<file path="src/include/tdm_pkg.sv">
// constants and types for the dual down-counting timer module
// assumes an AHB-Lite register bus and a 100 MHz hclk (the divided system clock)
package tdm_pkg;

  // =====================================================================
  // register byte addresses
  localparam logic [7:0] ADDR_CTRL = 8'h00;
  localparam logic [7:0] ADDR_MODE = 8'h04;
  localparam logic [7:0] ADDR_T0LO = 8'h08;
  localparam logic [7:0] ADDR_T0HI = 8'h0C;
  localparam logic [7:0] ADDR_T1LO = 8'h10;
  localparam logic [7:0] ADDR_T1HI = 8'h14;
  localparam logic [7:0] ADDR_GENERAL_CONFIG_REG_TWO = 8'h18;

  // =====================================================================
  // byte indices of the four count/reload bytes
  localparam logic [1:0] IDX_T0LO = 2'h0;
  localparam logic [1:0] IDX_T0HI = 2'h1;
  localparam logic [1:0] IDX_T1LO = 2'h2;
  localparam logic [1:0] IDX_T1HI = 2'h3;

  // =====================================================================
  // field positions
  localparam int CTL_RUN0 = 0;
  localparam int CTL_FULL0 = 1;
  localparam int CTL_RUN1 = 2;
  localparam int CTL_FULL1 = 3;
  localparam int CTL_W = 6;
  localparam int MOD_TM_LSB = 0;
  localparam int MOD_T0CS_LSB = 4;
  localparam int MOD_T1CS_LSB = 8;
  localparam int CFG_EN_BIT = 0;
  localparam int CFG_XTAL_BIT = 1;

  // =====================================================================
  // reset values
  localparam logic [7:0] RST_BYTE = 8'h00;
  localparam logic [CTL_W-1:0] RST_CTL = 6'h00;
  localparam logic [2:0] RST_FIELD = 3'h0;

  // =====================================================================
  // mode and clock select encodings
  localparam logic [2:0] MODE_0 = 3'h0;
  localparam logic [2:0] MODE_1 = 3'h1;
  localparam logic [2:0] MODE_2 = 3'h2;
  localparam logic [2:0] MODE_3 = 3'h3;
  localparam logic [2:0] MODE_4 = 3'h4;
  localparam logic [2:0] MODE_5 = 3'h5;
  localparam logic [2:0] MODE_6 = 3'h6;
  localparam logic [2:0] CS_RC_DIV1 = 3'h0;
  localparam logic [2:0] CS_RC_DIV8 = 3'h1;
  localparam logic [2:0] CS_RC_DIV32 = 3'h2;
  localparam logic [2:0] CS_RC_DIV128 = 3'h3;
  localparam logic [2:0] CS_RC_DIV512 = 3'h4;
  localparam logic [2:0] CS_LP = 3'h5;
  localparam logic [2:0] CS_T0_CASC = 3'h6;
  localparam logic [2:0] CS_T0_RC90 = 3'h7;
  localparam logic [2:0] CS_T1_PIN = 3'h6;
  localparam logic [2:0] CS_XTAL_DIV6 = 3'h0;
  localparam logic [2:0] CS_XTAL_DIV512 = 3'h1;

  // prescaler terminal counts
  localparam logic [2:0] XTAL6_LAST = 3'h5;

  // synchroniser lanes
  localparam int SY_RC12 = 0;
  localparam int SY_LP = 1;
  localparam int SY_XTAL = 2;
  localparam int SY_RC90 = 3;
  localparam int SY_PIN = 4;

  // =====================================================================
  // types
  typedef struct packed {
    logic on;
    logic w16;
    logic rl;
    logic src1;
    logic [1:0] lo;
    logic [1:0] hi;
    logic [1:0] rlo;
    logic [1:0] rhi;
  } tdm_chcfg_t;

  typedef tdm_chcfg_t [2:0] tdm_map_t;

  typedef struct packed {
    logic sel;
    logic wr;
    logic [7:0] addr;
  } tdm_aph_t;

  typedef struct packed {
    logic [3:0][7:0] cnt;
    logic [CTL_W-1:0] ctl;
    logic [2:0] tm;
    logic [2:0] t0cs;
    logic [2:0] t1cs;
    logic en;
    logic xen;
    logic [4:0] s1;
    logic [4:0] s2;
    logic [4:0] s3;
    logic [8:0] rc_pre;
    logic [8:0] x_pre512;
    logic [2:0] x_pre6;
    logic [2:0] r90_pre;
    tdm_aph_t aph;
    logic [31:0] rdata;
    logic baud;
  } tdm_state_t;

endpackage

</file>
<file path="src/design/tdm_timer.sv">
// dual down-counting timer module with AHB-Lite register access
// assumes hclk is the divided system clock and the counting clocks arrive
// as asynchronous square waves far slower than hclk
`timescale 1ns/1ns

module tdm_timer
  import tdm_pkg::*;
(
  input wire logic hclk,
  input wire logic hresetn,
  input wire logic hsel,
  input wire logic [31:0] haddr,
  input wire logic [1:0] htrans,
  input wire logic hwrite,
  input wire logic [2:0] hsize,
  input wire logic [31:0] hwdata,
  input wire logic hready,
  output logic [31:0] hrdata,
  output logic hreadyout,
  output logic hresp,
  input wire logic rc12m_clk_in,
  input wire logic lp2k2_clk_in,
  input wire logic xtal_clk_in,
  input wire logic rc90k_clk_in,
  input wire logic port_pin_two,
  output logic radio_bit_tick,
  output logic timer_power_on
);

  // =====================================================================
  // helper functions

  // channel layout per mode; byte 0..3 = t0 low, t0 high, t1 low, t1 high
  function automatic tdm_map_t tdm_mode_map(input logic [2:0] m);
    tdm_map_t r;
    r = '0;
    case (m)
      MODE_1: begin
        r[0] = '{1'b1, 1'b0, 1'b1, 1'b0, IDX_T0LO, IDX_T0HI, IDX_T0HI, IDX_T0HI};
        r[1] = '{1'b1, 1'b0, 1'b1, 1'b1, IDX_T1LO, IDX_T1HI, IDX_T1HI, IDX_T1HI};
      end
      MODE_2: begin
        r[1] = '{1'b1, 1'b1, 1'b1, 1'b1, IDX_T1LO, IDX_T1HI, IDX_T0LO, IDX_T0HI};
      end
      MODE_3: begin
        r[0] = '{1'b1, 1'b1, 1'b0, 1'b0, IDX_T0LO, IDX_T0HI, IDX_T0LO, IDX_T0HI};
        r[1] = '{1'b1, 1'b0, 1'b1, 1'b1, IDX_T1LO, IDX_T1HI, IDX_T1HI, IDX_T1HI};
      end
      MODE_4: begin
        r[0] = '{1'b1, 1'b0, 1'b0, 1'b0, IDX_T0LO, IDX_T0LO, IDX_T0LO, IDX_T0LO};
        r[1] = '{1'b1, 1'b0, 1'b1, 1'b1, IDX_T1LO, IDX_T1HI, IDX_T1HI, IDX_T1HI};
        r[2] = '{1'b1, 1'b0, 1'b0, 1'b0, IDX_T0HI, IDX_T0HI, IDX_T0HI, IDX_T0HI};
      end
      MODE_5: begin
        r[0] = '{1'b1, 1'b0, 1'b0, 1'b0, IDX_T0LO, IDX_T0LO, IDX_T0LO, IDX_T0LO};
        r[1] = '{1'b1, 1'b0, 1'b0, 1'b1, IDX_T1LO, IDX_T1LO, IDX_T1LO, IDX_T1LO};
      end
      MODE_6: begin
        r[0] = '{1'b1, 1'b1, 1'b1, 1'b0, IDX_T0LO, IDX_T0HI, IDX_T1LO, IDX_T1HI};
      end
      default: begin
        // mode 0 and the calibration mode: two 16-bit single-run timers
        r[0] = '{1'b1, 1'b1, 1'b0, 1'b0, IDX_T0LO, IDX_T0HI, IDX_T0LO, IDX_T0HI};
        r[1] = '{1'b1, 1'b1, 1'b0, 1'b1, IDX_T1LO, IDX_T1HI, IDX_T1LO, IDX_T1HI};
      end
    endcase
    return r;
  endfunction

  // fast RC prescaler taps, shared by both timers
  function automatic logic tdm_rc_tick(input logic [2:0] cs, input logic edge_in,
                                       input logic [8:0] pre);
    logic t;
    t = 1'b0;
    case (cs)
      CS_RC_DIV1: t = edge_in;
      CS_RC_DIV8: t = edge_in && (&pre[2:0]);
      CS_RC_DIV32: t = edge_in && (&pre[4:0]);
      CS_RC_DIV128: t = edge_in && (&pre[6:0]);
      CS_RC_DIV512: t = edge_in && (&pre[8:0]);
      default: t = 1'b0;
    endcase
    return t;
  endfunction

  // counter of one channel at zero
  function automatic logic tdm_at_zero(input tdm_chcfg_t c, input logic [3:0][7:0] b);
    return (b[c.lo] == 8'h00) && (!c.w16 || (b[c.hi] == 8'h00));
  endfunction

  // =====================================================================
  // state and combinational next value
  tdm_state_t st_r;
  tdm_state_t st_nxt;
  tdm_map_t map;
  logic [4:0] rise;
  logic lp_tick;
  logic x6_tick;
  logic x512_tick;
  logic r90_tick;
  logic tick0;
  logic tick1;
  logic [2:0] ticks;
  logic [2:0] uf;
  logic bus_wr;
  logic take;

  assign take = hsel && htrans[1] && hready;
  assign bus_wr = st_r.aph.sel && st_r.aph.wr;

  always_comb begin
    tdm_chcfg_t c;
    logic [31:0] rd;
    c = '0;
    rd = 32'h0000_0000;
    st_nxt = st_r;
    map = tdm_mode_map(st_r.tm);

    // synchronisers: first stage feeds only the second
    st_nxt.s1 = {port_pin_two, rc90k_clk_in, xtal_clk_in, lp2k2_clk_in, rc12m_clk_in};
    st_nxt.s2 = st_r.s1;
    st_nxt.s3 = st_r.s2;
    rise = st_r.s2 & ~st_r.s3;
    // both edges of the 2.2 kHz clock give the 4.4 kHz rate
    lp_tick = st_r.en && (st_r.s2[SY_LP] ^ st_r.s3[SY_LP]);

    // prescalers run only while the module is powered
    x6_tick = st_r.en && rise[SY_XTAL] && (st_r.x_pre6 == XTAL6_LAST);
    x512_tick = st_r.en && rise[SY_XTAL] && (&st_r.x_pre512);
    r90_tick = st_r.en && rise[SY_RC90] && (&st_r.r90_pre);
    if (st_r.en) begin
      if (rise[SY_RC12]) begin
        st_nxt.rc_pre = st_r.rc_pre + 9'h001;
      end
      if (rise[SY_XTAL]) begin
        st_nxt.x_pre512 = st_r.x_pre512 + 9'h001;
        st_nxt.x_pre6 = x6_tick ? 3'h0 : st_r.x_pre6 + 3'h1;
      end
      if (rise[SY_RC90]) begin
        st_nxt.r90_pre = st_r.r90_pre + 3'h1;
      end
    end

    // timer 1 source
    if (st_r.xen && st_r.t1cs == CS_XTAL_DIV6) begin
      tick1 = x6_tick;
    end else if (st_r.t1cs == CS_LP) begin
      tick1 = lp_tick;
    end else if (st_r.t1cs == CS_T1_PIN) begin
      tick1 = st_r.en && rise[SY_PIN];
    end else begin
      tick1 = st_r.en && tdm_rc_tick(st_r.t1cs, rise[SY_RC12], st_r.rc_pre);
    end
    uf[1] = map[1].on && st_r.ctl[CTL_RUN1] && tick1 && tdm_at_zero(map[1], st_r.cnt);

    // timer 0 source; the cascade takes timer 1 underflow in the same cycle
    if (st_r.xen && st_r.t0cs == CS_XTAL_DIV6) begin
      tick0 = x6_tick;
    end else if (st_r.xen && st_r.t0cs == CS_XTAL_DIV512) begin
      tick0 = x512_tick;
    end else if (st_r.t0cs == CS_LP) begin
      tick0 = lp_tick;
    end else if (st_r.t0cs == CS_T0_CASC) begin
      tick0 = st_r.en && uf[1];
    end else if (st_r.t0cs == CS_T0_RC90) begin
      tick0 = r90_tick;
    end else begin
      tick0 = st_r.en && tdm_rc_tick(st_r.t0cs, rise[SY_RC12], st_r.rc_pre);
    end
    ticks = {tick0, tick1, tick0};
    uf[0] = map[0].on && st_r.ctl[CTL_RUN0] && tick0 && tdm_at_zero(map[0], st_r.cnt);
    uf[2] = map[2].on && st_r.ctl[4] && tick0 && tdm_at_zero(map[2], st_r.cnt);

    // counting; ticks are zero while disabled so nothing moves
    for (int ch = 0; ch < 3; ch++) begin
      c = map[ch];
      if (uf[ch]) begin
        if (c.rl) begin
          st_nxt.cnt[c.lo] = st_r.cnt[c.rlo];
          if (c.w16) begin
            st_nxt.cnt[c.hi] = st_r.cnt[c.rhi];
          end
        end else begin
          st_nxt.ctl[2*ch] = 1'b0;
        end
      end else if (c.on && st_r.ctl[2*ch] && ticks[ch]) begin
        st_nxt.cnt[c.lo] = st_r.cnt[c.lo] - 8'h01;
        if (c.w16 && st_r.cnt[c.lo] == 8'h00) begin
          st_nxt.cnt[c.hi] = st_r.cnt[c.hi] - 8'h01;
        end
      end
    end

    // data phase write; a software write beats the counter in that cycle
    if (bus_wr) begin
      case (st_r.aph.addr)
        ADDR_CTRL: st_nxt.ctl = hwdata[CTL_W-1:0];
        ADDR_MODE: begin
          st_nxt.tm = hwdata[MOD_TM_LSB +: 3];
          st_nxt.t0cs = hwdata[MOD_T0CS_LSB +: 3];
          st_nxt.t1cs = hwdata[MOD_T1CS_LSB +: 3];
        end
        ADDR_T0LO: st_nxt.cnt[IDX_T0LO] = hwdata[7:0];
        ADDR_T0HI: st_nxt.cnt[IDX_T0HI] = hwdata[7:0];
        ADDR_T1LO: st_nxt.cnt[IDX_T1LO] = hwdata[7:0];
        ADDR_T1HI: st_nxt.cnt[IDX_T1HI] = hwdata[7:0];
        ADDR_GENERAL_CONFIG_REG_TWO: begin
          st_nxt.en = hwdata[CFG_EN_BIT];
          st_nxt.xen = hwdata[CFG_XTAL_BIT];
        end
        default: st_nxt.en = st_r.en;
      endcase
    end
    // an underflow in the clearing cycle still sets the flag
    for (int ch = 0; ch < 3; ch++) begin
      if (uf[ch]) begin
        st_nxt.ctl[2*ch+1] = 1'b1;
      end
    end

    st_nxt.baud = uf[1] && (st_r.tm == MODE_1 || st_r.tm == MODE_2 || st_r.tm == MODE_3);

    // address phase capture and read data from the post-write value
    st_nxt.aph = '{take, hwrite, haddr[7:0]};
    if (take && !hwrite) begin
      case (haddr[7:0])
        ADDR_CTRL: rd[CTL_W-1:0] = st_nxt.ctl;
        ADDR_MODE: begin
          rd[MOD_TM_LSB +: 3] = st_nxt.tm;
          rd[MOD_T0CS_LSB +: 3] = st_nxt.t0cs;
          rd[MOD_T1CS_LSB +: 3] = st_nxt.t1cs;
        end
        ADDR_T0LO: rd[7:0] = st_nxt.cnt[IDX_T0LO];
        ADDR_T0HI: rd[7:0] = st_nxt.cnt[IDX_T0HI];
        ADDR_T1LO: rd[7:0] = st_nxt.cnt[IDX_T1LO];
        ADDR_T1HI: rd[7:0] = st_nxt.cnt[IDX_T1HI];
        ADDR_GENERAL_CONFIG_REG_TWO: begin
          rd[CFG_EN_BIT] = st_nxt.en;
          rd[CFG_XTAL_BIT] = st_nxt.xen;
        end
        default: rd = 32'h0000_0000;
      endcase
    end
    st_nxt.rdata = rd;
  end

  // =====================================================================
  // state register, clocked by the system clock only
  always_ff @(posedge hclk or negedge hresetn) begin
    if (!hresetn) begin
      st_r <= '{cnt: {4{RST_BYTE}}, ctl: RST_CTL, tm: RST_FIELD, t0cs: RST_FIELD,
                t1cs: RST_FIELD, default: '0};
    end else begin
      st_r <= st_nxt;
    end
  end

  // =====================================================================
  // outputs
  assign hrdata = st_r.rdata;
  assign hreadyout = 1'b1;
  assign hresp = 1'b0;
  assign radio_bit_tick = st_r.baud;
  assign timer_power_on = st_r.en;
endmodule

</file>
<file path="config.mk">
export PLATFORM = sky130hd
export DESIGN_NAME = tdm_timer
export DESIGN_NICKNAME = d
export VERILOG_FILES = /design/src/include/tdm_pkg.sv /design/src/design/tdm_timer.sv
export SDC_FILE = /design/constraint.sdc
export NUM_CORES = 1
export LEC_CHECK = 0
export ABC_CLOCK_PERIOD_IN_PS = 10700
export BUFFER_PORTS_ARGS = -buffer_cell sky130_fd_sc_hd__buf_2
export CAP_MARGIN = 25
export CORE_MARGIN = 2
export CORE_UTILIZATION = 50
export DETAILED_ROUTE_END_ITERATION = 12
export PLACE_DENSITY = 0.83
export SYNTH_ARGS = -nofsm -noshare
export SYNTH_HDL_FRONTEND = slang
export SYNTH_SLANG_ARGS = --single-unit
</file>
<file path="constraint.sdc">
create_clock -name hclk -period 10.7 [get_ports hclk]
set_clock_uncertainty 0.1 [all_clocks]
set_input_delay 0.535 -clock hclk [delete_from_list [all_inputs] [get_ports hclk]]
set_output_delay 0.535 -clock hclk [all_outputs]
set_load 0.02 [all_outputs]
</file>
# Yosys cells after proc, flatten, opt, wreduce, memory -nomap -nowiden
# Cells that the tools add are included.
# word_totals
register_bits	131
latch_bits	0
mem_bits_rw	0
romBits	0
out_inout_bits	36
word_cells	269
memories	0
# op_classes
addsub	10
mul	0
div_mod_pow	0
n_lt_le_gt_ge	18
eq_ne	32
shifts	0
n_mux	111
n_bitwise	3
n_reduce_logical	73
# op_table
op	count
$mux W32	15
$bwmux W32	12
$bmux W8 S2	12
$mux W8	22
$demux W8 S2	6
$pmux W12 S4	2
$logic_not A8 Y1	8
$mux W49	1
$eq A8 B5 Y1 const B	6
$sub A8 B1 Y8 const B	6
$logic_and A1 B1 Y1	43
$lt A2 B3 Y1 const B	12
$eq A3 B3 Y1 const B	11
$eq A8 B4 Y1 const B	4
$mux W1	27
$pmux W1 S5	4
$add A9 B1 Y9 const B	2
$eq A3 B2 Y1 const B	6
$reduce_and A9 Y1	2
$eq A8 B3 Y1 const B	2
$pmux W2 S7	1
$ge A2 B1 Y1 const B	6
$mux W12	1
$pmux W2 S6	1
20 further kinds	35

# Depth between registers and ports, before layout
# logic_depth
ltp_word	36
mapped_depth	19
ltp_nobuf	15

# Least setup slack after synthesis
# Ideal clock, no wire load.
# synth_timing
kind	register -> register
from	register st_r[92] in the netlist's numbering
to	register st_r, in the netlist hrdata[1]
arrival_time_ns	3.562
required_ns	10.518
slack_ns	6.956
stages_incl_launch_ff	16
n_path_buf	3
period_less_slack_ns	3.744
path_cell_list	dfrtp_1 -> buf_2 -> buf_2 -> nor3b_1 -> a21oi_1 -> buf_2 -> nor2_1 -> a21oi_1 -> ha_1 -> a211oi_1 -> nor2_1 -> a21boi_1 -> a211oi_1 -> a211oi_1 -> o311a_1 -> a31oi_1
# synth_lines
item	line	text
start: declaration	tdm_timer.sv:93	tdm_state_t st_r;
start signal: assignment	tdm_timer.sv:251	st_r <= '{cnt: {4{RST_BYTE}}, ctl: RST_CTL, tm: RST_FIELD, t0cs: RST_FIELD,
start signal: assignment	tdm_timer.sv:254	st_r <= st_nxt;

==> results.yml <==
status:
  status: "finished clean"
global_route:
  grt_max_degree: 66
  overflow: 0
  grt_pass1_vias: 6919
  track_usage: 0.2930
  grt_pass1_wl_mm: 36.96
  antenna_found_initial: 0
setup_path:
  r2r-start: "st_r[90]"
  reg2reg_to: "hrdata[1]"
  critPathCapture: "hrdata[1]"
  end_kind: "flop"
  r2r_slack_ns: 4.86
  path_class: "flop to flop"
  r2r_cells: 14
  path_max_fanout: 24
  arrival_ns: 5.97
  critPathLaunchType: "flop"
  critPathLaunch: "st_r[90]"
  cp.required_ns: 10.82
logic_synthesis:
  ys_types: 83
  ys_seq_area_frac: 0.3598
  netlist_top_cells_area: "dfrtp_1, nand2_1, nor2_1"
  synth_edf_count: 0
  synth.most_common_cell: "nand2_1"
  syn_avg_cell_area_um2: 8.288
  yosys_warnings: 0
  synth_top_area_frac: 0.3598
  synthFlopType: "dfrtp_1"
  async_flop_share: 1.000
  ys_ff_latch: 110
  synth_top_area_cell: "dfrtp_1"
  synthTopCellsByCount: "nand2_1, dfrtp_1, nor2_1"
  synth_area_um2: 7650
  syn_inst: 923
timing:
  fin_tns_setup_ns: 0
  layout_min_cycle_time_ns: 5.842
  slew_violations: 0
  relSlewSlack: 0.2981
  rsz0062_at_grt: "no"
  finalHoldViolCount: 0
  setup-violations-final: 0
  tightest_slew_ns: 1.053
  hold_ws_ns: 0.07757
  max_freq_mhz: 171.2
  finalCritPeriodShare: 0.5460
drt:
  drt-total-wl_mm: 23.93
  drc_errors: 0
  avgRoutedWirePerCell_um: 21.54
  final_antenna_net_count: 0
  routed_via_density: 6.655
  firstDrtPassIters: 6
  route.vias.total: 7394
  first_iter_violations: 1103
layout:
  num_antenna_cells: 0
  fillCellCount: 1384
  drive_gt1_frac: 0.1040
  syn_to_final_growth_pct: 4.727
  fin_nets: 1014
  final_area_um2: 8011
  finalNonFillerCells: 1111
die:
  rows: 45
  fp.dieArea_um2: 16300
  dieWidth_um: 127.7
  dieHeight_um: 127.7
  core_area_um2: 15090
  ioPinCount: 115
  start_util: 0.5070
power_and_ir_drop:
  p_leak_nw: 3.355
  ir_worst_vdd_uv: 139.1
  powerDensity_nw_per_um2: 149.0
placed_design:
  placedCellCount: 1094
  dpl_cell_area_um2: 7735
  hpwl_mm: 17.42
  place_congestion: 1.040
  port_buffers: 42
cts:
  cts-buffers-inserted: 9
  clock_tree.root_cell: "clkbuf_16"
  hold_buffers: 0
  clkTransAtPathRegs_ns: 0.07
  cts_max_level: 3
  cts_max_path_buffers: 2
  cts.repair.resized: 0
  cts_tree: "built"
  clk_latency_ns: 0.36
  cts_num_sinks: 110
  post_cts_buffers: 0
run:
  maxCapViolCount: 0
min_path:
  hp-class: "primary input to async pin"
cell families after synthesis:
group | synth area share
flip-flops | 0.3598
multiplexers | 0.03369
adder cells (fa/ha/maj) | 0.02780
AND/OR/NAND/NOR | 0.2414
other | 0.0009817
buffers and inverters | 0.07589
AO/OA/AOI/OAI | 0.2157
XOR/XNOR | 0.04465
cell type report:
type / count / area (um2) / area share
Timing Repair Buffer: 48 / 255.2 / 0.03186
Inverter: 27 / 101.3 / 0.01265
Tap cell: 188 / 235.2 / 0.02936
Clock inverter: 5 / 38.79 / 0.004841
Sequential cell: 110 / 2753 / 0.3436
Multi-Input combinational cell: 722 / 4395 / 0.5486
Clock buffer: 11 / 232.7 / 0.02905
layout by cell type (no fill, tap or decap), types with 8 or more instances in the layout:
cell type | netlist | routed
nor2b_1 | 12 | 12
conb_1 | 2 | 23
o32ai_1 | 8 | 8
ha_1 | 17 | 17
a31oi_1 | 13 | 13
nor2_1 | 85 | 85
o211ai_1 | 11 | 11
nand4_1 | 9 | 9
mux2_2 | 14 | 14
nand2_1 | 124 | 124
xnor2_1 | 28 | 28
o22ai_1 | 29 | 29
a21oi_1 | 39 | 39
nand2b_1 | 9 | 9
and2_1 | 11 | 11
a211oi_1 | 9 | 9
or3_1 | 8 | 8
and3b_1 | 8 | 8
clkbuf_16 | 0 | 9
nor3_1 | 32 | 32
o21ai_0 | 43 | 43
and3_1 | 10 | 10
inv_1 | 27 | 27
mux2i_1 | 10 | 10
buf_2 | 8 | 42
xor2_1 | 11 | 11
dfrtp_1 | 110 | 110
nand3_1 | 32 | 32
stage by stage:
step	setup WS, ns	utilization	total power [mW]
2_1_floorplan	6.956	-	0.7493
3_3_place_gp	5.255	0.5126	0.8525
3_5_place_dp	5.135	0.5126	0.8600
4_1_cts	5.107	0.5306	1.172
5_1_grt	4.620	0.5309	1.242
6_report	4.858	0.5309	1.194
worst min path at each step:
stage	from	endpoint	slack [ns]
floorplan	hresetn	hrdata[0]	0.14
global placement	st_nxt[74]	st_nxt[69]	0.23
detailed placement	st_nxt[74]	st_nxt[69]	0.23
CTS	hresetn	st_r[44]	0.09
global route	hresetn	st_r[50]	0.13
finish	hresetn	st_r[54]	0.08
routing by layer:
layer	GRT usage	vias up	wire, um
met5	0	-	0
met4	0.1597	0	1210
met3	0.06845	110	3162
met2	0.4357	582	10240
met1	0.3969	3431	9320
li1	-	3271	-
flip-flops by register name, indices dropped and copies added (netlist names):
name,cells
hrdata,11
radio_bit_tick,1
st_nxt,10
st_r,87
timer_power_on,1
critical path, cell delays in order, from the launching register on:
cell and delay (ns):
dfrtp_1 0.82, nand2b_1 0.31, or2_1 0.61, nor2_1 0.08, a21oi_1 0.21, ha_1 0.21
nand4_1 0.20, or3_1 0.39, a211oi_1 0.57, o21ai_1 0.30, a21boi_1 0.80, a211oi_1 0.14
a211oi_1 0.60, o311a_1 0.26, a31oi_1 0.08
where the power goes:
part	total (mW)	switching (mW)	internal [mW]	leakage (nW)
clock network	0.316	0.156	0.160	0.131
registers	0.577	0.109	0.468	1.30
logic	0.301	0.185	0.115	1.93
total	1.19	0.450	0.744	3.36
No activity file was read; power rests on OpenSTA's default activity.
